### src/inc/hbus_pkg.sv
/*
  Constants for the host data port width adapter: register offsets,
  field positions, reset values, state codes and strap timing.
  Assumes every user writes hbus_pkg::name and imports nothing.
*/
package hbus_pkg;

  // Host byte addresses of the locally held registers
  localparam logic [31:0] HW_CONFIG_OFS  = 32'h0000_0054;
  localparam logic [31:0] ORDER_CTRL_OFS = 32'h0000_0098;

  // Field layout and reset values
  localparam int          CFG_BUS16_BIT  = 2;
  localparam logic [31:0] ORDER_RST      = 32'h0000_0000;
  localparam logic [31:0] SWAP_KEY       = 32'hffff_ffff;
  localparam logic        STRAP_BUS16    = 1'b1;

  // Cycles for the strap synchroniser to carry a real sample
  localparam logic [1:0]  STRAP_SETTLE   = 2'h3;

  // Read sequencer states
  typedef enum logic [2:0] {
    ST_IDLE  = 3'b001,
    ST_FETCH = 3'b010,
    ST_HOLD  = 3'b100
  } rd_state_t;

endpackage

### src/inc/lane_map_if.sv
/*
  Carrier between the port and its half-word lane mapper.
  Assumes both ends sit on the same clock; carries no state.
*/
interface lane_map_if;

  logic bus16;
  logic swap;
  logic a1;
  logic half;

  modport mapper (
    input  bus16,
    input  swap,
    input  a1,
    output half
  );

  modport user (
    output bus16,
    output swap,
    output a1,
    input  half
  );

endinterface
### src/hdl/halfword_lane_map.sv
/*
  Picks which internal half-word a 16-bit access lands on.
  Assumes the user supplies mode, swap decode and address bit 1.
*/
module halfword_lane_map (
  // Mapping request and answer
  lane_map_if.mapper m
);

  // High half when bit 1 and swap differ, only in 16-bit mode
  always_comb begin
    m.half = m.bus16 & (m.a1 ^ m.swap);
  end

endmodule

### src/hdl/host_port_width_adapter.sv
/*
  Host data port width adapter: 32-bit native access, or 16-bit
  access paired into whole words with programmable half-word order.
  Assumes host pins are asynchronous and held around strobes, and
  that the core answers core_rdata in the cycle core_rd is high.
*/
module host_port_width_adapter #(
  parameter int ADDR_W = 8
) (
  // Clock, reset, enable
  input  wire logic              mclk,
  input  wire logic              srst,
  input  wire logic              ce,
  // Host bus pins
  input  wire logic              host_cs_n,
  input  wire logic              host_rd_n,
  input  wire logic              host_wr_n,
  input  wire logic [ADDR_W-1:1] host_addr,
  input  wire logic [31:0]       data_i,
  output logic      [31:0]       data_o,
  output logic      [1:0]        data_oe,
  // Width strap
  input  wire logic              width_strap_pin,
  // Word side towards registers and FIFOs
  output logic                   core_wr,
  output logic                   core_rd,
  output logic      [ADDR_W-1:2] core_addr,
  output logic      [31:0]       core_wdata,
  input  wire logic [31:0]       core_rdata,
  // Local state seen by the core
  output logic                   bus16_mode,
  output logic                   swap_mode
);

  localparam int          DW    = ADDR_W - 2;
  localparam int          SW    = ADDR_W + 35;
  localparam logic [31:0] CFG_B = hbus_pkg::HW_CONFIG_OFS;
  localparam logic [31:0] ORD_B = hbus_pkg::ORDER_CTRL_OFS;
  localparam logic [SW-1:0] SYNC_INIT = {3'h7, {(SW - 3){1'b0}}};

  typedef struct packed {
    hbus_pkg::rd_state_t st;
    logic [1:0]          strap_cnt;
    logic                strap_done;
    logic                bus16;
    logic [31:0]         order;
    logic                rd_prev;
    logic                wr_prev;
    logic [ADDR_W-1:1]   wa;
    logic [31:0]         wd;
    logic                wpend;
    logic                whalf;
    logic [DW-1:0]       wdw;
    logic [15:0]         wbuf;
    logic                rpend;
    logic                rhalf;
    logic [DW-1:0]       rdw;
    logic [31:0]         rword;
    logic                rsel;
    logic [31:0]         dout;
    logic [1:0]          oe;
    logic                cwr;
    logic                crd;
    logic [DW-1:0]       caddr;
    logic [31:0]         cwdata;
  } port_state_t;

  port_state_t q_r;
  port_state_t q_nxt;

  // Synchronised pins
  logic              s_cs_n;
  logic              s_rd_n;
  logic              s_wr_n;
  logic [ADDR_W-1:1] s_addr;
  logic [31:0]       s_din;
  logic              s_strap;
  logic              rd_act;
  logic              wr_act;
  logic              swap;
  logic [31:0]       cfg_word;

  // Data bits are synchronised one by one; safe only because the
  // host holds them steady for the whole strobe
  pin_sync #(
    .W    (SW),
    .INIT (SYNC_INIT)
  ) u_sync (
    .mclk (mclk),
    .srst (srst),
    .ce   (ce),
    .d    ({host_cs_n, host_rd_n, host_wr_n, host_addr, data_i,
            width_strap_pin}),
    .q    ({s_cs_n, s_rd_n, s_wr_n, s_addr, s_din, s_strap})
  );

  assign rd_act = ~s_cs_n & ~s_rd_n;
  assign wr_act = ~s_cs_n & ~s_wr_n;
  assign swap   = (q_r.order == hbus_pkg::SWAP_KEY);

  // Lane mapping for the write being closed and the read opening
  lane_map_if wmap ();
  lane_map_if rmap ();

  assign wmap.bus16 = q_r.bus16;
  assign wmap.swap  = swap;
  assign wmap.a1    = q_r.wa[1];
  assign rmap.bus16 = q_r.bus16;
  assign rmap.swap  = swap;
  assign rmap.a1    = s_addr[1];

  halfword_lane_map u_wmap (
    .m (wmap.mapper)
  );

  halfword_lane_map u_rmap (
    .m (rmap.mapper)
  );

  always_comb begin
    cfg_word                         = '0;
    cfg_word[hbus_pkg::CFG_BUS16_BIT] = q_r.bus16;
  end

  // Places one internal half-word, or the whole word, on the pins
  function automatic logic [31:0] present(
    input logic        b16,
    input logic [31:0] w,
    input logic        hi
  );
    logic [31:0] v;
    v = w;
    if (b16) begin
      v = {16'h0000, hi ? w[31:16] : w[15:0]};
    end
    return v;
  endfunction

  // Local registers answer here; everything else goes to the core
  function automatic logic [31:0] local_word(
    input logic [DW-1:0] a,
    input logic [31:0]   cfg,
    input logic [31:0]   ord
  );
    logic [31:0] v;
    v = '0;
    if (a == CFG_B[ADDR_W-1:2]) begin
      v = cfg;
    end else if (a == ORD_B[ADDR_W-1:2]) begin
      v = ord;
    end
    return v;
  endfunction

  function automatic logic is_local(
    input logic [DW-1:0] a
  );
    return (a == CFG_B[ADDR_W-1:2]) || (a == ORD_B[ADDR_W-1:2]);
  endfunction

  always_comb begin
    logic [DW-1:0] dwa;
    logic [DW-1:0] wdwa;
    logic [31:0]   word;
    logic          commit;
    dwa    = s_addr[ADDR_W-1:2];
    wdwa   = q_r.wa[ADDR_W-1:2];
    word   = q_r.wd;
    commit = 1'b0;

    q_nxt         = q_r;
    q_nxt.cwr     = 1'b0;
    q_nxt.crd     = 1'b0;
    q_nxt.rd_prev = rd_act;
    q_nxt.wr_prev = wr_act;

    // Strap is caught once, after the synchroniser has filled
    if (!q_r.strap_done) begin
      if (q_r.strap_cnt == hbus_pkg::STRAP_SETTLE) begin
        q_nxt.strap_done = 1'b1;
        q_nxt.bus16      = (s_strap == hbus_pkg::STRAP_BUS16);
      end else begin
        q_nxt.strap_cnt = q_r.strap_cnt + 2'h1;
      end
    end

    // Address and data are kept from inside the strobe
    if (wr_act) begin
      q_nxt.wa = s_addr;
      q_nxt.wd = s_din;
    end

    // Write closes on the trailing edge of the strobe
    if (q_r.wr_prev && !wr_act) begin
      if (!q_r.bus16) begin
        commit = 1'b1;
      end else if (q_r.wpend && (q_r.wdw == wdwa)) begin
        q_nxt.wpend = 1'b0;
        if (wmap.half != q_r.whalf) begin
          commit = 1'b1;
          word   = wmap.half ? {q_r.wd[15:0], q_r.wbuf}
                             : {q_r.wbuf, q_r.wd[15:0]};
        end
        // Same half twice: the pair is dropped whole
      end else begin
        // A new pair opens, also when bit 2 upward moved
        q_nxt.wpend = 1'b1;
        q_nxt.whalf = wmap.half;
        q_nxt.wdw   = wdwa;
        q_nxt.wbuf  = q_r.wd[15:0];
      end
    end

    if (commit) begin
      if (wdwa == ORD_B[ADDR_W-1:2]) begin
        q_nxt.order = word;
      end else if (!is_local(wdwa)) begin
        q_nxt.cwr    = 1'b1;
        q_nxt.caddr  = wdwa;
        q_nxt.cwdata = word;
      end
    end

    // Pins are driven only while the host reads; upper lane stays
    // released in 16-bit mode
    q_nxt.oe = {rd_act & ~q_r.bus16, rd_act};

    unique case (q_r.st)
      hbus_pkg::ST_IDLE: begin
        if (rd_act && !q_r.rd_prev) begin
          q_nxt.rsel = rmap.half;
          if (q_r.bus16 && q_r.rpend && (q_r.rdw == dwa)) begin
            // Second half served from the word fetched first; a
            // repeated half returns stale data and ends the pair
            q_nxt.rpend = 1'b0;
            q_nxt.dout  = present(1'b1, q_r.rword, rmap.half);
            q_nxt.st    = hbus_pkg::ST_HOLD;
          end else begin
            q_nxt.rpend = q_r.bus16;
            q_nxt.rhalf = rmap.half;
            q_nxt.rdw   = dwa;
            if (is_local(dwa)) begin
              q_nxt.rword = local_word(dwa, cfg_word, q_r.order);
              q_nxt.dout  = present(q_r.bus16,
                                    local_word(dwa, cfg_word,
                                               q_r.order),
                                    rmap.half);
              q_nxt.st    = hbus_pkg::ST_HOLD;
            end else begin
              q_nxt.crd   = 1'b1;
              q_nxt.caddr = dwa;
              q_nxt.st    = hbus_pkg::ST_FETCH;
            end
          end
        end
      end
      hbus_pkg::ST_FETCH: begin
        q_nxt.rword = core_rdata;
        q_nxt.dout  = present(q_r.bus16, core_rdata, q_r.rsel);
        q_nxt.st    = hbus_pkg::ST_HOLD;
      end
      hbus_pkg::ST_HOLD: begin
        if (!rd_act) begin
          q_nxt.st = hbus_pkg::ST_IDLE;
        end
      end
      default: begin
        q_nxt.st = hbus_pkg::ST_IDLE;
      end
    endcase

    // Same-half repeat within a pair also drops the read tracking
    if (q_r.st == hbus_pkg::ST_IDLE && rd_act && !q_r.rd_prev &&
        q_r.rpend && q_r.rdw == dwa && q_r.rhalf == rmap.half) begin
      q_nxt.rpend = 1'b0;
    end
  end

  always_ff @(posedge mclk) begin
    if (srst) begin
      q_r       <= '0;
      q_r.st    <= hbus_pkg::ST_IDLE;
      q_r.order <= hbus_pkg::ORDER_RST;
    end else if (ce) begin
      q_r <= q_nxt;
    end
  end

  // Outputs
  assign data_o     = q_r.dout;
  assign data_oe    = q_r.oe;
  assign core_wr    = q_r.cwr;
  assign core_rd    = q_r.crd;
  assign core_addr  = q_r.caddr;
  assign core_wdata = q_r.cwdata;
  assign bus16_mode = q_r.bus16;
  assign swap_mode  = swap & q_r.bus16;

endmodule

### src/hdl/pin_sync.sv
/*
  Two-stage synchroniser for a group of pin inputs.
  Assumes the group is held stable by the host around its strobes.
*/
module pin_sync #(
  parameter int           W    = 1,
  parameter logic [W-1:0] INIT = '0
) (
  // Clock, reset, enable
  input  wire logic         mclk,
  input  wire logic         srst,
  input  wire logic         ce,
  // Asynchronous in, synchronous out
  input  wire logic [W-1:0] d,
  output logic      [W-1:0] q
);

  typedef struct packed {
    logic [W-1:0] s1;
    logic [W-1:0] s2;
  } sync_t;

  sync_t r_r;
  sync_t r_nxt;

  // First stage feeds only the second
  always_comb begin
    r_nxt    = r_r;
    r_nxt.s1 = d;
    r_nxt.s2 = r_r.s1;
  end

  always_ff @(posedge mclk) begin
    if (srst) begin
      r_r <= {INIT, INIT};
    end else if (ce) begin
      r_r <= r_nxt;
    end
  end

  assign q = r_r.s2;

endmodule

### config.mk
export PLATFORM = sky130hd
export DESIGN_NAME = host_port_width_adapter
export DESIGN_NICKNAME = d
export VERILOG_FILES = /design/src/inc/hbus_pkg.sv /design/src/inc/lane_map_if.sv /design/src/hdl/halfword_lane_map.sv /design/src/hdl/host_port_width_adapter.sv /design/src/hdl/pin_sync.sv
export SDC_FILE = /design/constraint.sdc
export NUM_CORES = 1
export LEC_CHECK = 0
export ABC_AREA = 1
export BUFFER_PORTS_ARGS = -buffer_cell sky130_fd_sc_hd__buf_4
export CORE_ASPECT_RATIO = 1.2
export CORE_UTILIZATION = 59
export CTS_CLUSTER_SIZE = 24
export DETAILED_ROUTE_END_ITERATION = 8
export GPL_TIMING_DRIVEN = 0
export PLACE_DENSITY = 0.8
export SYNTH_ARGS = -nofsm -noshare
export SYNTH_HDL_FRONTEND = slang
export SYNTH_HIERARCHICAL = 1
export SYNTH_SLANG_ARGS = --single-unit
### constraint.sdc
create_clock -name mclk -period 3.1 [get_ports mclk]
set_input_delay 0.155 -clock mclk [delete_from_list [all_inputs] [get_ports mclk]]
set_output_delay 0.155 -clock mclk [all_outputs]
set_load 0.05 [all_outputs]
* Yosys cells after proc, flatten, opt, wreduce, memory -nomap -nowiden
Index checks and enable logic that the tools add are counted.
Storage, ports and cells: register bits 305, bits in latches 0, bits in writable memories 0, bits in read-only memories 0, bits of input ports 78, output and inout bits 76, logic and storage cells 137, memories 0
Cells by class: $add $sub $neg 1, multipliers 0, div/mod/pow operators 0, magnitude comparators 0, eq/ne operators 18, shifts and indexed selects 0, mux-type cells 44, bitwise gates (word level) 18, reduce and logical (&&, ||, !) cells 30
Operators with widths (number):
- $mux 32 | 12
- $pmux 32 s2 | 2
- $mux 38 | 3
- $mux 73 | 1
- $mux 16 | 3
- $mux 39 | 1
- $eq 32x32->1 const B | 1
- $mux 7 | 4
- $reduce_and 3->1 | 7
- $reduce_and 4->1 | 4
- $eq 6x5->1 const B | 2
- $eq 6x6->1 | 2
- $eq 6x6->1 const B | 2
- $mux 3 | 4
- $logic_and 1x1->1 | 10
- $mux 1 | 10
- $not 1->1 | 10
- $pmux 3 s3 | 1
- $mux 8 | 1
- $ne 2x2->1 const B | 4
- $and 1x1->1 | 6
- $reduce_bool 2->1 | 3
- $reduce_and 5->1 | 1
- $mux 2 | 2
- 12 further kinds | 15

* Logic depth before layout (Yosys ltp)
Gate-level depths: netlist of run 1.
depth in word-level cells 15, gate-level depth with buffers 17, gate-level depth less buffers 15

* Modules after synthesis
The synthesis of run 1 kept the hierarchy.
Modules (own cells, without submodules):
- host_port_width_adapter | instances 1, cells each 1566, area an instance 11043.1 um2, seq. area each 4344.2 um2
- pin_sync | instances 1, cells each 534, area an instance 3661.0 um2, seq. area each 1721.7 um2
- halfword_lane_map | instances 2, cells each 4, area an instance 15.0 um2, seq. area each 0.0 um2

* Least setup slack after synthesis of run 1
Ideal clock, no wire load.
path kind reg2out, start point register q_r (netlist bit bus16_mode), end point output port swap_mode, arrival time 2667 ps, data required time 2945 ps, setup slack 278 ps, cell stages (with the launch flop) 5, path buffers 2, cell sequence dfxtp_1 -> clkbuf_1 -> clkinv_1 -> clkbuf_1 -> nor3_1
On the way: word-level cells in the longest chain between the ends 1
RTL lines:
- start: declaration | line host_port_width_adapter.sv:68 | port_state_t q_r;
- start signal: assignment | line host_port_width_adapter.sv:285 | q_r <= q_nxt;
- $and 1x1->1 | line host_port_width_adapter.sv:297 | assign swap_mode = swap & q_r.bus16;
- end: declaration | line host_port_width_adapter.sv:32 | output logic swap_mode
Every way passes these cells.

* Worst setup path in the final report of run 1
start point register q_r[206] (netlist bit), end point register q_r (netlist bit core_wdata[26])
On the way: word-level cells in the longest chain between the ends 9, elaborated cells on any way between the ends 14, classes of those cells eq/ne (2); mux (9); bitwise (2); reduce/logical (1)
RTL lines:
- $eq 32x32->1 (*) | line host_port_width_adapter.sv:99 | assign swap = (q_r.order == hbus_pkg::SWAP_KEY);
- net rmap.swap | line lane_map_if.sv:8 | logic swap;
- $xor 1x1->1 (*) | line halfword_lane_map.sv:12 | m.half = m.bus16 & (m.a1 ^ m.swap);
- $and 1x1->1 (*) | line halfword_lane_map.sv:12
- net wmap.half | line lane_map_if.sv:10 | logic half;
- $ne 1x1->1 | line host_port_width_adapter.sv:199 | if (wmap.half != q_r.whalf) begin
- $mux 1 | line host_port_width_adapter.sv:199
- $mux 1 | line host_port_width_adapter.sv:197 | end else if (q_r.wpend && (q_r.wdw == wdwa)) begin
- $mux 1 | line host_port_width_adapter.sv:195 | if (!q_r.bus16) begin
- $mux 1 | line host_port_width_adapter.sv:194 | if (q_r.wr_prev && !wr_act) begin
- $reduce_and 4->1 (no source line)
The timed path passes the listed nets; every way through them passes the cells marked *. A chain may end at the register's enable or synchronous reset.

==> flow_summary.json, run 1 <==
{
  "syn-num-nets": 2187,
  "cts_buffer_depth": 3,
  "ys_seq_area_frac": 0.412,
  "synthFlopType": "dfxtp_1",
  "yosysWarningCount": 6,
  "drv_slew": 0,
  "p_total_mw": 8.47,
  "die_w_um": 146,
  "port-buffer-count": 152,
  "core_area_um2": 24600,
  "critical_path.max_fanout": 10,
  "io_pins": 154,
  "grt_usage": 0.352,
  "numCtsBuffers": 30,
  "area_growth_pct": 24.0,
  "critPathMaxStageDelay_ns": 0.35,
  "synth-async-reset-ratio": 0,
  "crit_start": "q_r[206]",
  "dr_total_vias": 14448,
  "ant_nets": 0,
  "max_freq_mhz": 329,
  "peakVddDrop_v": 0.000429,
  "fin_skew_ns": 0.0108,
  "drive_gt1_frac": 0.212,
  "reg2reg_from": "q_r[206]",
  "power.density_nw_per_um2": 463,
  "critical_path_class": "flop to flop",
  "routed_wl_um": 45100,
  "grt_pass1_vias": 13986,
  "synth_cell_types": 45,
  "crit_chain": "inv_1 > nor4_2 > nand4_1 > nor2_4 > nor2_1 > nor2_1 > buf_6 > xor2_4 > nand3_2 > a21boi_4 > nand3_4 > buf_8 > buf_6 > nor2_2 > nor3b_2",
  "fp-row-count": 63,
  "gr-total-overflow": 0,
  "maxCapViolCount": 0,
  "slowest_stage": "dfxtp_2",
  "wire_per_inst_um": 16.6,
  "min_path_type": "input pin to flop",
  "start_util": 0.599,
  "antenna_found_initial": 0,
  "placed_area_um2": 16300,
  "hold_start": "core_rdata[22]",
  "synth_top_area_frac": 0.412,
  "period_share": 0.980,
  "htree_levels": 1,
  "worstPathRequired_ns": 3.52,
  "nFillCells": 1994,
  "postSynthAreaPerCell_um2": 6.99,
  "synthCells": 2108,
  "startpoint_type": "flop",
  "cts_root_buf": "clkbuf_16",
  "drtPass1Iterations": 7,
  "synth_edf_count": 0,
  "cts_tree": "done",
  "period_needed_ns": 3.04,
  "synth_seq_cells": 303,
  "grt_max_degree": 15,
  "endpoint_kind": "flop",
  "synth_area_leaders": "dfxtp_1 41%, nand2_1 11%, nor2_1 8.1%, o21ai_0 7.0%, a21oi_1 5.6%",
  "place_congestion": 1.03,
  "die_area_um2": 25600,
  "die_h_um": 175,
  "yosysTopAreaCell": "dfxtp_1",
  "setup_viol": 0,
  "synth_common_cells": "439 x nand2_1, 317 x nor2_1, 303 x dfxtp_1",
  "synth_most_common_cell": "nand2_1",
  "via_per_inst": 5.32,
  "drc_errors": 0,
  "dp_hpwl_um": 33200,
  "dr.first_iter.drc_count": 996,
  "clock-sinks": 303,
  "antenna_cells": 0,
  "crit_arrival_ns": 3.46,
  "synth_area_um2": 14700,
  "grt_first_pass_wirelength_um": 71400,
  "maxSlewHeadroom": 0.424,
  "status": "finished, final reports clean",
  "clkTransAtPathRegs_ns": 0.07,
  "finalInstanceArea_um2": 18300,
  "clk_latency_ns": 0.56,
  "num-nets-final": 2447,
  "hold_viol": 0,
  "worst_slew_pin_slew_ns": 0.863,
  "leakage_nw": 8.24
}
[layout make-up]
cell class	count	area, um2	share of cell area
clock buffers	41	893	0.0489
flip-flops and latches	303	6080	0.333
multi-input cells	1390	6730	0.368
clock inverters	14	134	0.00733
well taps	325	407	0.0223
inverters	216	816	0.0446
plain buffers	198	1310	0.0719
repair buffers	229	1910	0.104
[power by group]
part	internal [mW]	switching (mW)	leakage, nW
logic	0.291	0.384	5.27
registers	3.99	0.0645	2.47
clock network	2.18	1.56	0.503
[path summary, 6_finish.rpt]
| path | slack (ns) | end | depth (start not counted) |
|---|---|---|---|
| worst min-delay path | 0.02 | data_o[6] | 5 |
| worst max-delay path | 0.06 | core_wdata[26] | 15 |
| worst max register to register | 0.06 | core_wdata[26] | 15 |
| worst min register to register | 0.45 | core_wdata[1] | 2 |
[routing by layer]
layer / up-vias / wire (um) / GRT usage
met3: 163 / 2650 / 0.0402
li1: 7116 / - / -
met5: - / 0 / 0
met1: 6582 / 16700 / 0.383
met2: 587 / 23000 / 0.657
met4: 0 / 2790 / 0.203
[flip-flops by register name, indices dropped and copies added, names as in the netlist]
| signal | cells |
|---|---|
| u_sync/q | 43 |
| data_o | 32 |
| q_r | 142 |
| u_sync/r_nxt | 43 |
| data_oe | 2 |
| core_wdata | 32 |
| bus16_mode | 1 |
| core_wr | 1 |
| core_rd | 1 |
| core_addr | 6 |
[repair_timing]
item / 4_1_cts / 5_1_grt
gates resized for setup: 23 / 51
hold buffers: 68 / 0
buffers inserted: 0 / 8
gates cloned: 0 / 1
endpoints found under the hold margin: 68 / 0
pin swaps: 3 / 10
endpoints found under the setup margin: 79 / 78
[critical path: cells and delay by family (launching register included)]
kind / cells / cell delay (ns)
AO/OA/AOI/OAI: 1 / 0.27
XOR/XNOR: 1 / 0.17
AND/OR/NAND/NOR: 9 / 1.53
buffers and inverters: 4 / 0.56
flip-flops: 1 / 0.35
[cells by family (layout without fill, tap and decap cells)]
logic type / count (synthesis) / count (layout) / share of synthesized area
compound gates: 406 / 406 / 0.144
mux: 20 / 20 / 0.0140
simple gates: 958 / 958 / 0.284
flops: 303 / 303 / 0.412
buf+inv: 415 / 698 / 0.142
xor+xnor: 5 / 5 / 0.00348
fa+ha+maj: 1 / 1 / 0.000849
[placed cells by master (no fill, tap or decap), drive strengths merged]
master       Yosys  layout
a21boi           1       1
a21oi          166     166
and2             1       1
buf            139     299
bufinv           0       2
clkbuf          60     101
clkinv           4      11
clkinvlp         0       5
dfxtp          303     303
dlygate4sd3      0      68
ha               1       1
inv            212     212
mux2             5       5
mux2i           15      15
nand2          442     442
nand3           80      80
nand3b           2       2
nand4           16      16
nor2           369     369
nor3             7       7
nor3b           32      32
nor4             8       8
o211ai           4       4
o21ai          234     234
o22ai            1       1
or2              1       1
xnor2            2       2
xor2             3       3
[metrics by stage]
stage / utilization / setup TNS, ns / std cells / setup slack (ns) / hold slack [ns]
finish: 0.743 / 0 / 2716 / 0.0605 / 0.0237
CTS: 0.734 / -0.212 / 2707 / -0.0415 / 0.00688
global placement: 0.662 / -23.17 / 2585 / -0.512 / 0.365
global route: 0.743 / -0.0793 / 2716 / -0.0233 / 0.0368
floorplan: - / 0 / 2108 / 0.278 / 0.277
detailed placement: 0.662 / -21.89 / 2585 / -0.442 / 0.373
(Power assumes the default switching activity.)
==> run 2: changes to the inputs <==
--- a/config.mk
+++ b/config.mk
@@ -12,7 +12,9 @@
 export CTS_CLUSTER_SIZE = 24
 export DETAILED_ROUTE_END_ITERATION = 8
 export GPL_TIMING_DRIVEN = 0
+export MAX_ROUTING_LAYER = met4
 export PLACE_DENSITY = 0.8
+export SLEW_MARGIN = 10
 export SYNTH_ARGS = -nofsm -noshare
 export SYNTH_HDL_FRONTEND = slang
 export SYNTH_HIERARCHICAL = 1
==> flow_summary.json, run 2 (synthesis gave the netlist of run 1 again) <==
{
  "largest_register_ffs": 142,
  "startpoint_type": "flop",
  "port-buffer-count": 152,
  "p_total_mw": 8.63,
  "status": "finished, final reports clean",
  "dp_slack_ns": -0.494,
  "worst_slack_ns": 0.100,
  "hold_viol": 0,
  "dr_total_vias": 14404,
  "min_path_type": "input pin to flop",
  "numCtsBuffers": 30,
  "grt_max_degree": 16,
  "drc_errors": 0,
  "area_growth_pct": 24.2,
  "reg2reg_from": "q_r[199]",
  "antenna_found_initial": 0,
  "dr.first_iter.drc_count": 924,
  "seq_area_um2": 6080,
  "finalInstanceArea_um2": 18300,
  "layout_commonest_cell": "nand2_1",
  "grt_first_pass_wirelength_um": 71800,
  "io_pins": 154,
  "r2r_setup_slack_ns": 0.10,
  "hold_ws_ns": 0.0200,
  "die_area_um2": 25600,
  "fp-row-count": 63,
  "maxCapViolCount": 0,
  "fin_skew_ns": 0.0170,
  "worst_slew_pin_slew_ns": 0.829,
  "crit_start": "q_r[199]",
  "core_area_um2": 24600,
  "drv_slew": 0,
  "antenna_cells": 0,
  "clkTransAtPathRegs_ns": 0.06,
  "period_share": 0.968,
  "clock-sinks": 303,
  "maxSlewHeadroom": 0.448,
  "final_cell_mix": "439 x nand2_1, 316 x nor2_1, 295 x dfxtp_1",
  "endpoint_kind": "flop",
  "worstPathRequired_ns": 3.57,
  "grt_usage": 0.364,
  "dp_hpwl_um": 33400,
  "htree_levels": 1,
  "wire_per_inst_um": 16.7,
  "clk_latency_ns": 0.57,
  "nFillCells": 2001,
  "die_w_um": 146,
  "max_freq_mhz": 333,
  "setup_viol": 0,
  "cts_root_buf": "clkbuf_16",
  "drive_gt1_frac": 0.205,
  "cts_tree": "done",
  "drtPass1Iterations": 5,
  "cts_buffer_depth": 3,
  "via_per_inst": 5.30,
  "period_needed_ns": 3.00,
  "ant_nets": 0,
  "multi_input_area_um2": 6710,
  "peakVddDrop_v": 0.000466,
  "die_h_um": 175,
  "reg2regPathDepth": 15,
  "gr-total-overflow": 0,
  "num-nets-final": 2450,
  "leakage_nw": 8.27,
  "largest-register": "q_r",
  "grt_pass1_vias": 14105,
  "critical_path_class": "flop to flop",
  "crit_path_end": "q_r[197]",
  "rr_endpoint": "q_r[197]",
  "critical_path.max_fanout": 10,
  "placed_area_um2": 16300,
  "start_util": 0.599,
  "routed_wl_um": 45400,
  "crit_arrival_ns": 3.47,
  "place_congestion": 1.02,
  "power.density_nw_per_um2": 471
}
run 2: worst min path at each step:
stage | to | startpoint | cells after the start
global route | data_o[14] | core_rdata[30] | 5
floorplan | u_sync/r_nxt[40] | host_wr_n | 2
finish | data_o[12] | core_rdata[28] | 5
global placement | u_sync/r_nxt[42] | host_cs_n | 3
detailed placement | u_sync/r_nxt[41] | host_rd_n | 3
CTS | data_o[12] | core_rdata[28] | 5
run 2: final cells by class:
type,count,share of cell area
Multi-Input combinational cell,1390,0.367
Buffer,198,0.0716
Timing Repair Buffer,232,0.105
Inverter,216,0.0446
Tap cell,325,0.0222
Clock inverter,13,0.0113
Sequential cell,303,0.332
Clock buffer,42,0.0468
run 2: power breakdown:
group | leakage [nW] | internal (mW) | switching (mW)
clock | 0.517 | 2.34 | 1.56
combinational | 5.29 | 0.292 | 0.385
sequential | 2.47 | 3.99 | 0.0635
total | 8.27 | 6.62 | 2.01
run 2: what timing repair did:
item,in CTS,in global routing
resized for setup,16,41
gates cloned,0,1
endpoints found under the hold margin,70,0
pin swaps,2,7
setup buffers,2,7
hold buffers,70,0
setup endpoints to repair,87,82
run 2: per-stage QoR:
step | setup TNS (ns) | util | std cells
after CTS | 0 | 0.736 | 2711
after detailed placement | -27.78 | 0.662 | 2585
after global routing | -1.16 | 0.744 | 2719
after floorplan | 0 | - | 2108
after global placement | -28.75 | 0.662 | 2585
final | 0 | 0.744 | 2719
run 2: metal layers:
layer | GRT usage | part of all wire
met5 | - | 0
met4 | 0.234 | 0.074
met3 | 0.0345 | 0.049
met2 | 0.635 | 0.49
met1 | 0.397 | 0.39
run 2: worst max-delay path, stage by stage (launching register included):
cell     delay [ns]
dfxtp_4        0.39
inv_1          0.07
nor4_2         0.28
nand4_1        0.12
buf_4          0.17
nor2_4         0.17
nand2_1        0.08
nand2_1        0.06
nor2_1         0.06
buf_6          0.13
inv_1          0.18
buf_1          0.38
o21ai_0        0.28
o21ai_2        0.27
nor2_1         0.07
nor3b_1        0.19
==> run 3: changes to the inputs <==
==> constraint.sdc (replaced) <==
create_clock -name mclk -period 2.9 [get_ports mclk]
set_input_delay 0.145 -clock mclk [delete_from_list [all_inputs] [get_ports mclk]]
set_output_delay 0.145 -clock mclk [all_outputs]
set_load 0.05 [all_outputs]
==> flow_summary.json, run 3 (synthesis gave the netlist of run 1 again) <==
{
  "seq_area_um2": 6090,
  "wire_per_inst_um": 17.6,
  "clk_latency_ns": 0.57,
  "largest-register": "q_r",
  "hold_viol": 0,
  "startpoint_type": "flop",
  "cts_root_buf": "clkbuf_16",
  "dr.first_iter.drc_count": 1033,
  "finalInstanceArea_um2": 19000,
  "fin_skew_ns": 0.0168,
  "io_pins": 154,
  "peakVddDrop_v": 0.000494,
  "via_per_inst": 5.38,
  "numCtsBuffers": 30,
  "layout.cells.non_filler": 2743,
  "critical_path_class": "flop to flop",
  "htree_levels": 1,
  "core_area_um2": 24600,
  "leakage_nw": 8.58,
  "layout_commonest_cell": "nand2_1",
  "clkTransAtPathRegs_ns": 0.07,
  "nFillCells": 1829,
  "fp-row-count": 63,
  "rsz0062_at_grt": "true",
  "antenna_found_initial": 0,
  "grt_usage": 0.372,
  "drtPass1Iterations": 6,
  "endpoint_kind": "flop",
  "area_growth_pct": 29.2,
  "place_congestion": 1.02,
  "dp_hpwl_um": 33400,
  "start_util": 0.599,
  "status": "finished, violations left",
  "antenna_cells": 0,
  "worstPathRequired_ns": 3.31,
  "die_w_um": 146,
  "power.density_nw_per_um2": 488,
  "setup_viol": 26,
  "crit_arrival_ns": 3.43,
  "num-nets-final": 2474,
  "setup_tns_ns": -0.655,
  "maxSlewHeadroom": 0.440,
  "routed_wl_um": 48300,
  "port-buffer-count": 152,
  "critical_path.max_fanout": 10,
  "final_cell_mix": "434 x nand2_1, 295 x nor2_1, 289 x dfxtp_1",
  "maxCapViolCount": 0,
  "period_share": 1.04,
  "placed_area_um2": 16300,
  "p_total_mw": 9.28,
  "worst_slew_pin_slew_ns": 0.840,
  "drive_gt1_frac": 0.243,
  "grt_max_degree": 16,
  "largest_register_ffs": 142,
  "max_freq_mhz": 331,
  "die_h_um": 175,
  "post-place-cells": 2585,
  "dp_slack_ns": -0.694,
  "multi_input_area_um2": 7060,
  "dr_total_vias": 14755,
  "worst_slack_ns": -0.120,
  "period_needed_ns": 3.02,
  "drv_slew": 0,
  "gr-total-overflow": 0,
  "clock-sinks": 303,
  "cts_tree": "done",
  "cts_buffer_depth": 3,
  "ant_nets": 0,
  "die_area_um2": 25600,
  "min_path_type": "input pin to flop",
  "violations": "negative setup slack",
  "grt_pass1_vias": 14386,
  "grt_first_pass_wirelength_um": 73300,
  "drc_errors": 0
}
run 3: cell types whose count changed in the layout (fill, tap and decap cells not counted), sizes merged:
cell	change
clkbuf	+1
bufbuf	+1
buf	+21
dlygate4sd3	+1
run 3: worst paths after layout:
| path | to | depth (start not counted) | start | slack [ns] |
|---|---|---|---|---|
| worst max-delay path | q_r[197] | 13 | q_r[207] | -0.12 |
| worst min-delay path | data_o[13] | 5 | core_rdata[29] | 0.02 |
| worst max register to register | q_r[197] | 13 | q_r[207] | -0.12 |
| worst min register to register | core_wdata[5] | 2 | core_wdata[5] | 0.45 |
run 3: layout make-up:
| cell class | instances | share of cell area |
|---|---|---|
| flip-flops and latches | 303 | 0.320 |
| well taps | 325 | 0.0214 |
| plain buffers | 198 | 0.0740 |
| inverters | 216 | 0.0429 |
| multi-input cells | 1390 | 0.371 |
| clock buffers | 42 | 0.0450 |
| clock inverters | 13 | 0.0108 |
| repair buffers | 256 | 0.115 |
run 3: power breakdown:
part           leakage, nW  internal (mW)  total [mW]  switching (mW)
clock                0.517           2.50        4.19            1.69
combinational         5.59          0.324       0.754           0.430
sequential            2.47           4.26        4.33          0.0691
run 3: timing repair:
action	CTS	global route
resized for setup	81	145
endpoints found under the setup margin	90	92
buffers inserted	13	16
pin swaps	13	28
gates cloned	2	2
hold endpoints to repair	71	0
hold buffers	71	0
run 3: through the flow:
stage               utilization  hold slack (ns)
floorplan                     -            0.267
global placement          0.662            0.371
detailed placement        0.662            0.370
CTS                       0.750          0.00499
global route              0.774           0.0237
finish                    0.774           0.0203
run 3: layer usage:
metal,track usage,share of wire,wire length (um)
met2,0.657,0.49,23700
met3,0.0399,0.063,3050
met4,0.226,0.068,3290
met1,0.400,0.38,18300
met5,-,0,0
run 3: worst max-delay path, stage by stage, from the launching register on:
cell and delay, ns:
dfxtp_2 0.36, inv_2 0.06, nor4_4 0.34, nand4_1 0.23, nor2_4 0.24, nor2_2 0.07
nor2_4 0.17, buf_4 0.16, clkinvlp_4 0.14, buf_4 0.20, o21ai_1 0.39, o21ai_2 0.17
nor2_1 0.22, nor3b_1 0.10
